==> config.mk <==
export PLATFORM = sky130hd
export DESIGN_NAME = atapc_regs
export DESIGN_NICKNAME = d
export VERILOG_FILES = /design/src/design/atapc_pkg.sv /design/src/design/atapc_regs.sv
export SDC_FILE = /design/constraint.sdc
export NUM_CORES = 1
export LEC_CHECK = 0
export BUFFER_PORTS_ARGS = -buffer_cell sky130_fd_sc_hd__buf_2
export CORE_MARGIN = 2
export CORE_UTILIZATION = 53
export CTS_CLUSTER_DIAMETER = 200
export DETAILED_ROUTE_END_ITERATION = 8
export PLACE_DENSITY = 0.81
export SLEW_MARGIN = 15
export SYNTH_ARGS = -nofsm -noshare
export SYNTH_HDL_FRONTEND = slang
export SYNTH_SLANG_ARGS = --single-unit
==> constraint.sdc <==
create_clock -name clk_sys -period 4.15 [get_ports clk_sys]
set_input_delay 0.83 -clock clk_sys [delete_from_list [all_inputs] [get_ports clk_sys]]
set_output_delay 0.83 -clock clk_sys [all_outputs]
set_load 0.05 [all_outputs]
==> src/design/atapc_pkg.sv <==
/*
 Shared constants for the right AGC timing and ADC path register bank:
 register offsets, field positions, reset values and time tables.
 Assumes times are carried as whole milliseconds.
*/
package atapc_pkg;
   // register offsets on the control register port
   localparam logic [6:0] OFS_R_ATTACK = 7'h69;
   localparam logic [6:0] OFS_R_DECAY = 7'h6A;
   localparam logic [6:0] OFS_PATH = 7'h6B;

   // values after reset
   localparam logic [7:0] RST_R_ATTACK = 8'h00;
   localparam logic [7:0] RST_R_DECAY = 8'h00;
   localparam logic [7:0] RST_PATH = 8'h00;

   // field positions shared by attack and decay registers
   localparam int unsigned POS_SRC = 7;
   localparam int unsigned POS_BASE = 5;
   localparam int unsigned POS_FAC = 2;

   // field positions of the path and bus condition register
   localparam int unsigned POS_HPF_L = 7;
   localparam int unsigned POS_HPF_R = 6;
   localparam int unsigned POS_MIC = 4;
   localparam int unsigned POS_PFILT = 3;
   localparam int unsigned POS_DET_OFF = 2;
   localparam int unsigned POS_ERR = 0;
   // bits that software may change in the path register
   localparam logic [7:0] PATH_RW_MASK = 8'hFC;

   // baseline times in ms
   localparam logic [10:0] ATK_MS_0 = 11'h007;
   localparam logic [10:0] ATK_MS_1 = 11'h008;
   localparam logic [10:0] ATK_MS_2 = 11'h00A;
   localparam logic [10:0] ATK_MS_3 = 11'h00B;
   localparam logic [15:0] DEC_MS_0 = 16'h0032;
   localparam logic [15:0] DEC_MS_1 = 16'h0096;
   localparam logic [15:0] DEC_MS_2 = 16'h00FA;
   localparam logic [15:0] DEC_MS_3 = 16'h015E;

   // decay ceilings in ms, one per divider ratio 1,1.5,2,2.5,3,4,5,5.5
   localparam logic [15:0] CAP_MS_1 = 16'h0FA0;
   localparam logic [15:0] CAP_MS_1P5 = 16'h15E0;
   localparam logic [15:0] CAP_MS_2 = 16'h1F40;
   localparam logic [15:0] CAP_MS_2P5 = 16'h2580;
   localparam logic [15:0] CAP_MS_3 = 16'h2BC0;
   localparam logic [15:0] CAP_MS_4 = 16'h3E80;
   localparam logic [15:0] CAP_MS_5 = 16'h4B00;
   localparam logic [15:0] CAP_MS_5P5 = 16'h5780;
endpackage

==> src/design/atapc_regs.sv <==
/*
 Right AGC attack/decay time registers and the ADC digital path and
 control bus condition register, with the derived controls.
 Assumes a control bus engine on clk_sys gives single-cycle read and
 write strobes, and that the codec core supplies the global AGC times,
 the divider ratio code, DAC power and HPF enables on the same clock.
*/
`timescale 1ns/1ps
module atapc_regs (
   // clock and reset
   input wire logic clk_sys,
   input wire logic arst_n,
   // register port from the control bus engine
   input wire logic [6:0] reg_addr,
   input wire logic reg_wr,
   input wire logic reg_rd,
   input wire logic [7:0] reg_wdata,
   output logic [7:0] reg_rdata,
   // codec core status
   input wire logic [10:0] glb_attack_ms,
   input wire logic [15:0] glb_decay_ms,
   input wire logic [3:0] adc_rate_divider_ratio,
   input wire logic dac_left_pwr,
   input wire logic dac_right_pwr,
   input wire logic hpf_left_en,
   input wire logic hpf_right_en,
   input wire logic bus_err_event,
   // derived controls
   output logic [10:0] agc_r_attack_ms,
   output logic [15:0] agc_r_decay_ms,
   output logic hpf_left_prog,
   output logic hpf_right_prog,
   output logic dmic_left_sel,
   output logic dmic_right_sel,
   output logic pfilt_on_adc,
   output logic bus_err_det_en,
   output logic bus_err_clear
);

   ////////////////////////////////////////////////////////////////////
   // decode helpers

   function automatic logic [15:0] cap_ms(input logic [3:0] r);
      // codes 0..3 step the ratio by one half from 1 to 2.5; codes 4,5 give 3, codes 6,7 give 4, code 8 gives 5
      unique case (r)
         4'h0: cap_ms = atapc_pkg::CAP_MS_1;
         4'h1: cap_ms = atapc_pkg::CAP_MS_1P5;
         4'h2: cap_ms = atapc_pkg::CAP_MS_2;
         4'h3: cap_ms = atapc_pkg::CAP_MS_2P5;
         4'h4, 4'h5: cap_ms = atapc_pkg::CAP_MS_3;
         4'h6, 4'h7: cap_ms = atapc_pkg::CAP_MS_4;
         4'h8: cap_ms = atapc_pkg::CAP_MS_5;
         default: cap_ms = atapc_pkg::CAP_MS_5P5; // codes above 8 saturate
      endcase
   endfunction

   function automatic logic [10:0] atk_base(input logic [1:0] c);
      unique case (c)
         2'h0: atk_base = atapc_pkg::ATK_MS_0;
         2'h1: atk_base = atapc_pkg::ATK_MS_1;
         2'h2: atk_base = atapc_pkg::ATK_MS_2;
         2'h3: atk_base = atapc_pkg::ATK_MS_3;
      endcase
   endfunction

   function automatic logic [15:0] dec_base(input logic [1:0] c);
      unique case (c)
         2'h0: dec_base = atapc_pkg::DEC_MS_0;
         2'h1: dec_base = atapc_pkg::DEC_MS_1;
         2'h2: dec_base = atapc_pkg::DEC_MS_2;
         2'h3: dec_base = atapc_pkg::DEC_MS_3;
      endcase
   endfunction

   ////////////////////////////////////////////////////////////////////
   // register storage

   logic [7:0] attack_q;
   logic [7:0] decay_q;
   logic [7:0] path_q;
   logic err_q;
   logic [7:0] rdata_q;
   logic wr_atk, wr_dec, wr_path, rd_path;

   assign wr_atk = reg_wr && (reg_addr == atapc_pkg::OFS_R_ATTACK);
   assign wr_dec = reg_wr && (reg_addr == atapc_pkg::OFS_R_DECAY);
   assign wr_path = reg_wr && (reg_addr == atapc_pkg::OFS_PATH);
   assign rd_path = reg_rd && (reg_addr == atapc_pkg::OFS_PATH);

   // attack and decay hold all eight bits; low bits reset to zero
   always_ff @(posedge clk_sys or negedge arst_n) begin
      if (!arst_n) begin
         attack_q <= atapc_pkg::RST_R_ATTACK;
         decay_q <= atapc_pkg::RST_R_DECAY;
      end else begin
         if (wr_atk) begin
            attack_q <= reg_wdata;
         end
         if (wr_dec) begin
            decay_q <= reg_wdata;
         end
      end
   end

   // path register: only bits 7..2 are writable, bit 1 always reads zero
   always_ff @(posedge clk_sys or negedge arst_n) begin
      if (!arst_n) begin
         path_q <= atapc_pkg::RST_PATH;
      end else if (wr_path) begin
         path_q <= reg_wdata & atapc_pkg::PATH_RW_MASK;
      end
   end

   // error status: a fresh error beats the read that would clear it
   always_ff @(posedge clk_sys or negedge arst_n) begin
      if (!arst_n) begin
         err_q <= 1'b0;
      end else if (bus_err_event && !path_q[atapc_pkg::POS_DET_OFF]) begin
         err_q <= 1'b1;
      end else if (rd_path) begin
         err_q <= 1'b0;
      end
   end

   // read data lands one cycle after the strobe; unmapped reads give zero
   always_ff @(posedge clk_sys or negedge arst_n) begin
      if (!arst_n) begin
         rdata_q <= 8'h00;
      end else if (reg_rd) begin
         unique case (reg_addr)
            atapc_pkg::OFS_R_ATTACK: rdata_q <= attack_q;
            atapc_pkg::OFS_R_DECAY: rdata_q <= decay_q;
            atapc_pkg::OFS_PATH: rdata_q <= {path_q[7:2], 1'b0, err_q};
            default: rdata_q <= 8'h00;
         endcase
      end
   end
   assign reg_rdata = rdata_q;

   ////////////////////////////////////////////////////////////////////
   // effective AGC times

   logic [10:0] atk_local;
   logic [15:0] dec_local;
   logic [15:0] dec_pick;
   logic [15:0] dec_cap;
   logic [10:0] atk_ms_q;
   logic [15:0] dec_ms_q;

   // largest product is 11 ms x 128, which fits eleven bits
   assign atk_local = atk_base(attack_q[6:5]) << attack_q[4:2];
   // largest product is 350 ms x 128, which fits sixteen bits
   assign dec_local = dec_base(decay_q[6:5]) << decay_q[4:2];
   assign dec_pick = decay_q[atapc_pkg::POS_SRC] ? dec_local : glb_decay_ms;
   assign dec_cap = cap_ms(adc_rate_divider_ratio);

   // times are registered so the AGC sees one glitch-free value per cycle
   always_ff @(posedge clk_sys or negedge arst_n) begin
      if (!arst_n) begin
         atk_ms_q <= 11'h000;
         dec_ms_q <= 16'h0000;
      end else begin
         atk_ms_q <= attack_q[atapc_pkg::POS_SRC] ? atk_local : glb_attack_ms;
         dec_ms_q <= (dec_pick > dec_cap) ? dec_cap : dec_pick;
      end
   end
   assign agc_r_attack_ms = atk_ms_q;
   assign agc_r_decay_ms = dec_ms_q;

   ////////////////////////////////////////////////////////////////////
   // record path controls

   logic hpf_l_q, hpf_r_q, dmic_l_q, dmic_r_q, pfilt_q, det_q, clr_q;

   // filter routing follows the path register and core power state
   always_ff @(posedge clk_sys or negedge arst_n) begin
      if (!arst_n) begin
         hpf_l_q <= 1'b0;
         hpf_r_q <= 1'b0;
         dmic_l_q <= 1'b1;
         dmic_r_q <= 1'b1;
         pfilt_q <= 1'b0;
      end else begin
         hpf_l_q <= hpf_left_en && path_q[atapc_pkg::POS_HPF_L];
         hpf_r_q <= hpf_right_en && path_q[atapc_pkg::POS_HPF_R];
         dmic_l_q <= !path_q[atapc_pkg::POS_MIC + 1];
         dmic_r_q <= !path_q[atapc_pkg::POS_MIC];
         // a DAC still running owns the programmable filter
         pfilt_q <= path_q[atapc_pkg::POS_PFILT] && !dac_left_pwr && !dac_right_pwr;
      end
   end

   // detector enable, and a one-cycle clear back to the bus engine
   always_ff @(posedge clk_sys or negedge arst_n) begin
      if (!arst_n) begin
         det_q <= 1'b1;
         clr_q <= 1'b0;
      end else begin
         det_q <= !path_q[atapc_pkg::POS_DET_OFF];
         clr_q <= bus_err_event && !path_q[atapc_pkg::POS_DET_OFF];
      end
   end
   assign hpf_left_prog = hpf_l_q;
   assign hpf_right_prog = hpf_r_q;
   assign dmic_left_sel = dmic_l_q;
   assign dmic_right_sel = dmic_r_q;
   assign pfilt_on_adc = pfilt_q;
   assign bus_err_det_en = det_q;
   assign bus_err_clear = clr_q;
endmodule

# After elaboration in Yosys (flattened, before gate mapping)
# Memory sizes are Yosys's and may differ from the RTL's.
# Cells that the tools add are included.
[totals]
n_memories = 1
rom_bits = 160
out_inout_bits = 42
latch_bits = 0
register_bits = 65
mem_bits_rw = 0
inputBits = 55
elab_cells = 52
[op_classes]
n_mul = 0
n_eq_ne = 9
div = 0
bitwise_logic = 0
shifts = 2
add_sub_neg = 0
magnitude_cmp = 1
n_mux = 8
reduce_logical = 17
[mem_list]
columns = ["memory", "words", "word_bits", "read_ports", "rd_ports_with_merged_regs", "write_ports", "line_no", "text"]
rows = [
  ["(name not given)", 16, 10, 1, 0, 0, "atapc_regs.sv:45", "unique case (r)"],
]
[op_table]
columns = ["cell", "count"]
rows = [
  ["$pmux 16 s4", 1],
  ["$pmux 11 s4", 1],
  ["$mux 16", 2],
  ["$pmux 8 s3", 1],
  ["$eq 7x7->1 const B", 3],
  ["$gt 16x16->1", 1],
  ["$shl 16x3->16", 1],
  ["$mux 11", 1],
  ["$shl 11x3->11", 1],
  ["$logic_and 1x1->1", 9],
  ["$eq 2x2->1 const B", 4],
  ["$logic_not 1->1", 5],
  ["$eq 2x1->1 const B", 2],
  ["$logic_not 2->1", 2],
  ["$mux 1", 2],
  ["$reduce_bool 2->1", 1],
]

# Logic depth before layout (Yosys ltp)
# Gate-level depths: netlist of run 1.
[depth]
depth_word = 6
ltp_mapped = 16
ltp_nobuf = 15

# Least setup slack after synthesis of run 1
# Ideal clock, no wire load.
[synth_path]
path_type = "reg2reg"
startpoint = "register decay_q[5]"
endpoint = "register dec_ms_q[14], in the netlist agc_r_decay_ms[14]"
slack_ns = 1.012
setup_ns = 0.125
period_less_slack_ns = 3.138
t_arrival_ns = 3.014
n_path_buf = 0
path_stages_with_launch = 14
required_time_ns = 4.025
path_cell_list = "dfrtp_1 -> ha_1 -> or3b_2 -> mux2i_1 -> mux2_2 -> a21o_1 -> inv_1 -> ha_1 -> nand3_1 -> nor2_1 -> nand3_1 -> o2111ai_1 -> o31a_2 -> mux2_2"
[synth_via]
elab_chain_len = 6
word_cells_on_any_way = 9
classes_between = "order compare (1); eq/ne (3); shift (1); mux (3); reduce/logical (1)"
[synth_lines]
columns = ["item", "line_no", "text"]
rows = [
  ["start: declaration", "atapc_regs.sv:79", "logic [7:0] decay_q;"],
  ["start signal: assignment", "atapc_regs.sv:94", "decay_q <= atapc_pkg::RST_R_DECAY;"],
  ["start signal: assignment", "atapc_regs.sv:100", "decay_q <= reg_wdata;"],
  ["$eq 2x2->1 (tied with other cells)", "atapc_regs.sv:67", "unique case (c)"],
  ["$pmux 16 s4 (*)", "atapc_regs.sv:67", ""],
  ["$shl 16x3->16 (*)", "atapc_regs.sv:153", "assign dec_local = dec_base(decay_q[6:5]) << decay_q[4:2];"],
  ["$mux 16 (*)", "atapc_regs.sv:154", "assign dec_pick = decay_q[atapc_pkg::POS_SRC] ? dec_local : glb_decay_ms;"],
  ["$gt 16x16->1", "atapc_regs.sv:164", "dec_ms_q <= (dec_pick > dec_cap) ? dec_cap : dec_pick;"],
  ["$mux 16 (*)", "atapc_regs.sv:164", ""],
  ["end signal: assignment", "atapc_regs.sv:164", ""],
  ["end: declaration", "atapc_regs.sv:148", "logic [15:0] dec_ms_q;"],
]
# Mark *: on every way between the ends. The rest lies on a longest branch, timed or not. The select of a mux whose other input is x is not followed.
# A chain may end at the register's enable or synchronous reset.

# Final worst setup path of run 1
[layout_path]
startpoint = "register decay_q[5]"
endpoint = "register dec_ms_q[7], in the netlist agc_r_decay_ms[7]"
# The elaborated chain is that of the path after synthesis.

==> results.toml, run 1 <==
[setup_path]
cp-start-kind = "register"
path_class = "reg -> reg"
crit_fanout = 13
reg2reg_slack_ps = 380
arrival_ps = 3990
crit_end = "agc_r_decay_ms[7]"
reg2reg_from = "decay_q[5]"
slowest_delay_ps = 480
r2r_end = "agc_r_decay_ms[7]"
cpMaxStageDelayCell = "o31a_2"
path_depth = 14
path_buf_inv = 2
reg2reg_depth = 14
crit_path_end_kind = "register"
crit_chain = "inv_1, ha_1, or3b_2, mux2i_1, mux2_2, a21o_1, inv_1, ha_1, nand3_1, nor2_1, nand3_1, o2111ai_1, o31a_2, mux2_2"
cp_top_family = "compound AO/OA/AOI/OAI gates"
cp-startpoint = "decay_q[5]"
crit_required_ps = 4380

[floorplan]
die_h_um = 87.1
start_util_pct = 54.2
core_um2 = 6760
fp.dieArea_um2 = 7590
ioPinCount = 97
rows = 30
dieWidth_um = 87.1

[placement]
io_buffers = 96
post_dp_cell_area_um2 = 4130
finalWeightedCongestion = 0.894
hpwl_um = 6250

[timing]
hold_viol = 0
setup_tns_ps = 0
worstMarginPinSlew_ps = 983
period_share_pct = 90.7
clock_skew_ps = 8.12
relSlewSlack_pct = 34.5
max_freq_ghz = 0.266
layout_min_cycle_time_ps = 3770
setup_viol = 0
final-max-slew-violation-count = 0
rsz0062_at_grt = "no"

[run]
cap_viol_max_count = 0

[cts]
cts_sinks = 65
cts.repair.resized = 0
hold_buffers = 0
clkLatencyLatePin_ps = 350
cts_buffer_depth = 2
cts_max_level = 3
cts_tree = "yes"
clkTransAtPathRegs_ps = 70
clockRootBuffer = "clkbuf_8"
post_cts_buffers = 0
cts_buffers = 9

[finish]
multi_input_area_um2 = 1760
antennaDiodeCount = 0
fin_nets = 525
utilization_pct = 64.3
num-fill-cells = 532
register_area_um2 = 1630
final_area_um2 = 4340
syn2layout_area_growth_pct = 18.6
drive_gt1_share_pct = 35.5

[pwr]
netSwitchingFraction_pct = 32.3
peakVddDrop_v = 0.000160
p_int_mw = 1.15
p_leak_nw = 2.19
p_comb_share_pct = 23.3
clockPowerShare_pct = 34.2
switching_power_mw = 0.551
seq_power_share_pct = 42.5
p_total_mw = 1.71
powerDensity_nw_per_um2 = 393

[synth]
synth_edf_count = 0
yosysTopAreaCell = "dfrtp_1"
avgSynthCellArea_um2 = 10.2
synthesis.nets = 437
synthCells = 360
yosys-top-cells-count = "dfrtp_1 (62), inv_1 (39), mux2_2 (31)"
async_reset_ff_share_pct = 100
synthFlopType = "dfrtp_1"
synth.top_cell.area_share_pct = 42.3
ys_warn_count = 0
ys_seq_elements = 65
yosysUniqueCellTypes = 50
yosys-top-cells-area = "dfrtp_1 (42%), mux2_2 (9.5%), ha_1 (7.5%), mux2i_1 (4.4%), inv_1 (4.0%)"
synth.most_common_cell = "dfrtp_1"
netlist_area_um2 = 3660
synth_seq_area_share_pct = 44.5

[detailed_routing]
num_vias = 2957
ant_nets = 0
wl_per_cell_um = 15.9
vias_per_cell = 5.55
totalWireLength_um = 8460
drc = 0
firstDrtPassIters = 4
drt_iter0_drc = 199

[global_routing]
grt_usage_pct = 23.5
antenna_found_initial = 0
grt_pass1_wl_um = 13800
grt_pass1_vias = 2933
grt_start_max_net_pins = 45
gr-total-overflow = 0

[worst_hold_path]
hold_class = "reg -> reg"

[status]
outcome = "finished clean"
-- worst min path at each step --
stage | from | end | slack [ps] | depth (start not counted)
floorplan | path_q[5] | dmic_left_sel | 380 | 1
global placement | path_q[5] | dmic_left_sel | 390 | 1
detailed placement | path_q[5] | dmic_left_sel | 400 | 1
CTS | path_q[5] | dmic_left_sel | 410 | 1
global route | path_q[5] | dmic_left_sel | 440 | 1
finish | path_q[5] | dmic_left_sel | 410 | 1
-- metal layers --
| metal | track usage (%) | vias up | share of wire, % |
|---|---|---|---|
| li1 | - | 1440 | - |
| met1 | 30.1 | 1393 | 44 |
| met2 | 37.5 | 102 | 48 |
| met3 | 5.78 | 22 | 5.3 |
| met4 | 10.8 | 0 | 2.8 |
| met5 | 0 | - | 0 |
-- cell type report --
class / instances / area share (%)
Tap cell: 80 / 2.30
Timing Repair Buffer: 97 / 11.2
Clock inverter: 6 / 1.90
Inverter: 40 / 3.51
Clock buffer: 10 / 2.94
Multi-Input combinational cell: 235 / 40.6
Sequential cell: 65 / 37.5
-- per-stage QoR --
stage / worst slack (ps) / hold WS [ps] / cells
after floorplan: 1010 / 376 / 360
after global placement: 620 / 390 / 517
after detailed placement: 452 / 404 / 517
after CTS: 426 / 415 / 533
after global routing: 133 / 443 / 533
final: 384 / 411 / 533
-- logic make-up (layout without fill, tap and decap cells) --
logic type / count (synthesis) / after routing / synth area share, %
AO/OA/AOI/OAI: 76 / 76 / 13.9
adder cells (fa/ha/maj): 22 / 22 / 7.51
buffers and inverters: 60 / 153 / 7.38
flip-flops: 65 / 65 / 44.5
multiplexers: 47 / 47 / 13.9
other: 1 / 1 / 0.102
AND/OR/NAND/NOR: 89 / 89 / 12.7
-- flip-flops by register name (all words and copies together), names as in the netlist --
register	cells
dmic_right_sel	1
hpf_right_prog	1
bus_err_det_en	1
path_q	6
reg_rdata	8
pfilt_on_adc	1
attack_q	8
bus_err_clear	1
decay_q	8
err_q	1
agc_r_decay_ms	16
agc_r_attack_ms	11
dmic_left_sel	1
hpf_left_prog	1
-- layout by cell type, fill, tap and decap left out, drive strengths merged, types with 3 or more instances in the layout --
master / Yosys / routed
buf: 8 / 97
dfrtp: 62 / 62
inv: 40 / 40
mux2: 31 / 31
nor2: 30 / 30
ha: 22 / 22
a21oi: 20 / 20
nand2: 19 / 19
mux2i: 16 / 16
o21ai: 12 / 12
o22ai: 12 / 12
nand3: 11 / 11
a22oi: 11 / 11
clkbuf: 12 / 10
nand4: 6 / 6
a21o: 5 / 5
nor2b: 4 / 4
or2: 3 / 3
o211ai: 3 / 3
dfstp: 3 / 3
clkinv: 0 / 3
a2bb2oi: 3 / 3
-- power by group through the flow --
stage               combinational, mW  sequential (mW)  clock (mW)
global placement                0.387            0.733           0
global route                    0.433            0.732       0.616
finish                          0.398            0.725       0.583
floorplan                       0.206            0.815           0
detailed placement              0.395            0.736           0
CTS                             0.399            0.724       0.592
No activity file was read; power rests on OpenSTA's default activity.
==> inputs of run 2 (changes only) <==
==> constraint.sdc (replaced) <==
create_clock -name clk_sys -period 4.15 [get_ports clk_sys]
set_input_delay 0.2075 -clock clk_sys [delete_from_list [all_inputs] [get_ports clk_sys]]
set_output_delay 0.2075 -clock clk_sys [all_outputs]
set_load 0.05 [all_outputs]
==> run 2 against run 1 <==
  * Combinational power hardly changed
  * Clock power grew 5.7%
  * Register-to-register slack worse by 60 ps
  * Clock skew rose by 1.6 ps
  * Sequential share of layout area is 0.35 points lower
  * Global-route usage decreased by 0.40 points
  * Flip-flop and latch count unchanged
  * Die area unchanged
  * First-iteration DRC count down 6.0%
  * Wire length decreased by 1.4%
  * Critical path depth unchanged
==> results.toml, run 2 (synthesis results as in run 1) <==
[finish]
drive_gt1_share_pct = 35.4
mostFrequentLayoutCells = "buf_2 (96), dfrtp_1 (62), inv_1 (39)"
num-fill-cells = 547
fin_nets = 527
antennaDiodeCount = 0
largest_register_ff_count = 16
layout_commonest_cell = "buf_2"
syn2layout_area_growth_pct = 19.7

[setup_path]
cp-start-kind = "register"
crit_path_end_kind = "register"
slowest_delay_ps = 480
cp_top_family = "compound AO/OA/AOI/OAI gates"
crit_chain = "inv_1, ha_1, or3b_2, mux2i_1, mux2_2, a21o_1, inv_1, ha_1, nand3_1, nor2_1, nand3_1, o2111ai_1, o31a_2, mux2_2"
path_class = "reg -> reg"
path_buf_inv = 2
crit_fanout = 13
arrival_ps = 4050
crit_required_ps = 4380
cpMaxStageDelayCell = "dfrtp_1"

[status]
outcome = "finished clean"

[timing]
setup_tns_ps = 0
clock_skew_ps = 9.69
max_freq_ghz = 0.262
layout_min_cycle_time_ps = 3820
setup_viol = 0
period_share_pct = 92.1
rsz0062_at_grt = "no"
final-max-slew-violation-count = 0
worst_hold_slack_ps = 36.5
relSlewSlack_pct = 45.2
worstMarginPinSlew_ps = 822
hold_viol = 0

[global_routing]
gr-total-overflow = 0
grt_usage_pct = 23.1
grt_pass1_wl_um = 13500
antenna_found_initial = 0
grt_pass1_vias = 2839
grt_start_max_net_pins = 66

[detailed_routing]
totalWireLength_um = 8340
wl_per_cell_um = 15.6
vias_per_cell = 5.54
ant_nets = 0
drc = 0
firstDrtPassIters = 5
drt_iter0_drc = 187
num_vias = 2965

[floorplan]
ioPinCount = 97
fp.dieArea_um2 = 7590
rows = 30
start_util_pct = 54.2
core_um2 = 6760
die_h_um = 87.1
dieWidth_um = 87.1

[pwr]
peakVddDrop_v = 0.000186
seq_power_share_pct = 41.7
powerDensity_nw_per_um2 = 396
switching_power_mw = 0.546
p_comb_share_pct = 22.9
clockPowerShare_pct = 35.5
p_int_mw = 1.19
p_leak_nw = 2.21
netSwitchingFraction_pct = 31.4

[placement]
hpwl_um = 6150
finalWeightedCongestion = 0.929
io_buffers = 96

[cts]
clockRootBuffer = "clkbuf_8"
cts_max_level = 3
cts_tree = "yes"
cts_sinks = 65
cts_buffer_depth = 2
clkLatencyLatePin_ps = 350
cts_buffers = 9
clkTransAtPathRegs_ps = 80

[worst_hold_path]
hold_class = "in -> async"

[run]
cap_viol_max_count = 0
==> run 2: path summary, 6_finish.rpt <==
| kind | from | to | slack (ps) | cells after the start |
|---|---|---|---|---|
| worst max-delay path | decay_q[5] | agc_r_decay_ms[14] | 330 | 14 |
| worst min register to register | path_q[5] | dmic_left_sel | 410 | 1 |
| max in group asynchronous | arst_n | attack_q[7] | 3570 | 2 |
| min in group clk_sys | hpf_right_en | hpf_right_prog | 70 | 2 |
| worst max register to register | decay_q[5] | agc_r_decay_ms[14] | 330 | 14 |
| worst min-delay path | arst_n | agc_r_attack_ms[0] | 40 | 2 |
==> run 2: routing by layer <==
| metal | global-route usage (%) | part of all wire [%] |
|---|---|---|
| met1 | 29.9 | 43 |
| met2 | 38.5 | 49 |
| met3 | 4.55 | 5.7 |
| met4 | 8.11 | 1.9 |
| met5 | 0 | 0 |
==> run 2: power by group through the flow <==
stage / clock network [mW] / logic [mW] / registers [mW]
after floorplan: 0 / 0.206 / 0.815
after global placement: 0 / 0.386 / 0.733
after detailed placement: 0 / 0.394 / 0.735
after CTS: 0.630 / 0.398 / 0.723
after global routing: 0.654 / 0.433 / 0.731
final: 0.616 / 0.398 / 0.724
==> run 2: layout make-up <==
type                    count  area, um2  area share (%)
clock buffers              12        155            3.54
inverters                  40        153            3.48
clock inverters             4       76.3            1.74
multi-input cells         235       1760            40.2
flip-flops and latches     65       1630            37.2
well taps                  80        100            2.28
repair buffers             99        508            11.6
==> run 2: what timing repair did <==
action / CTS / global route
hold buffers: 2 / 0
buffers inserted: 0 / 0
resized for setup: 0 / 0
endpoints found under the hold margin: 1 / 0
==> run 2: through the flow <==
stage	cells	power [mW]	worst slack [ps]	instance area, um2	utilization, %
3_3_place_gp	517	1.12	639	4130	61.2
4_1_cts	535	1.75	375	4390	64.9
6_report	535	1.74	327	4390	64.9
3_5_place_dp	517	1.13	453	4130	61.2
2_1_floorplan	360	1.02	1010	3660	-
5_1_grt	535	1.82	87.3	4390	64.9
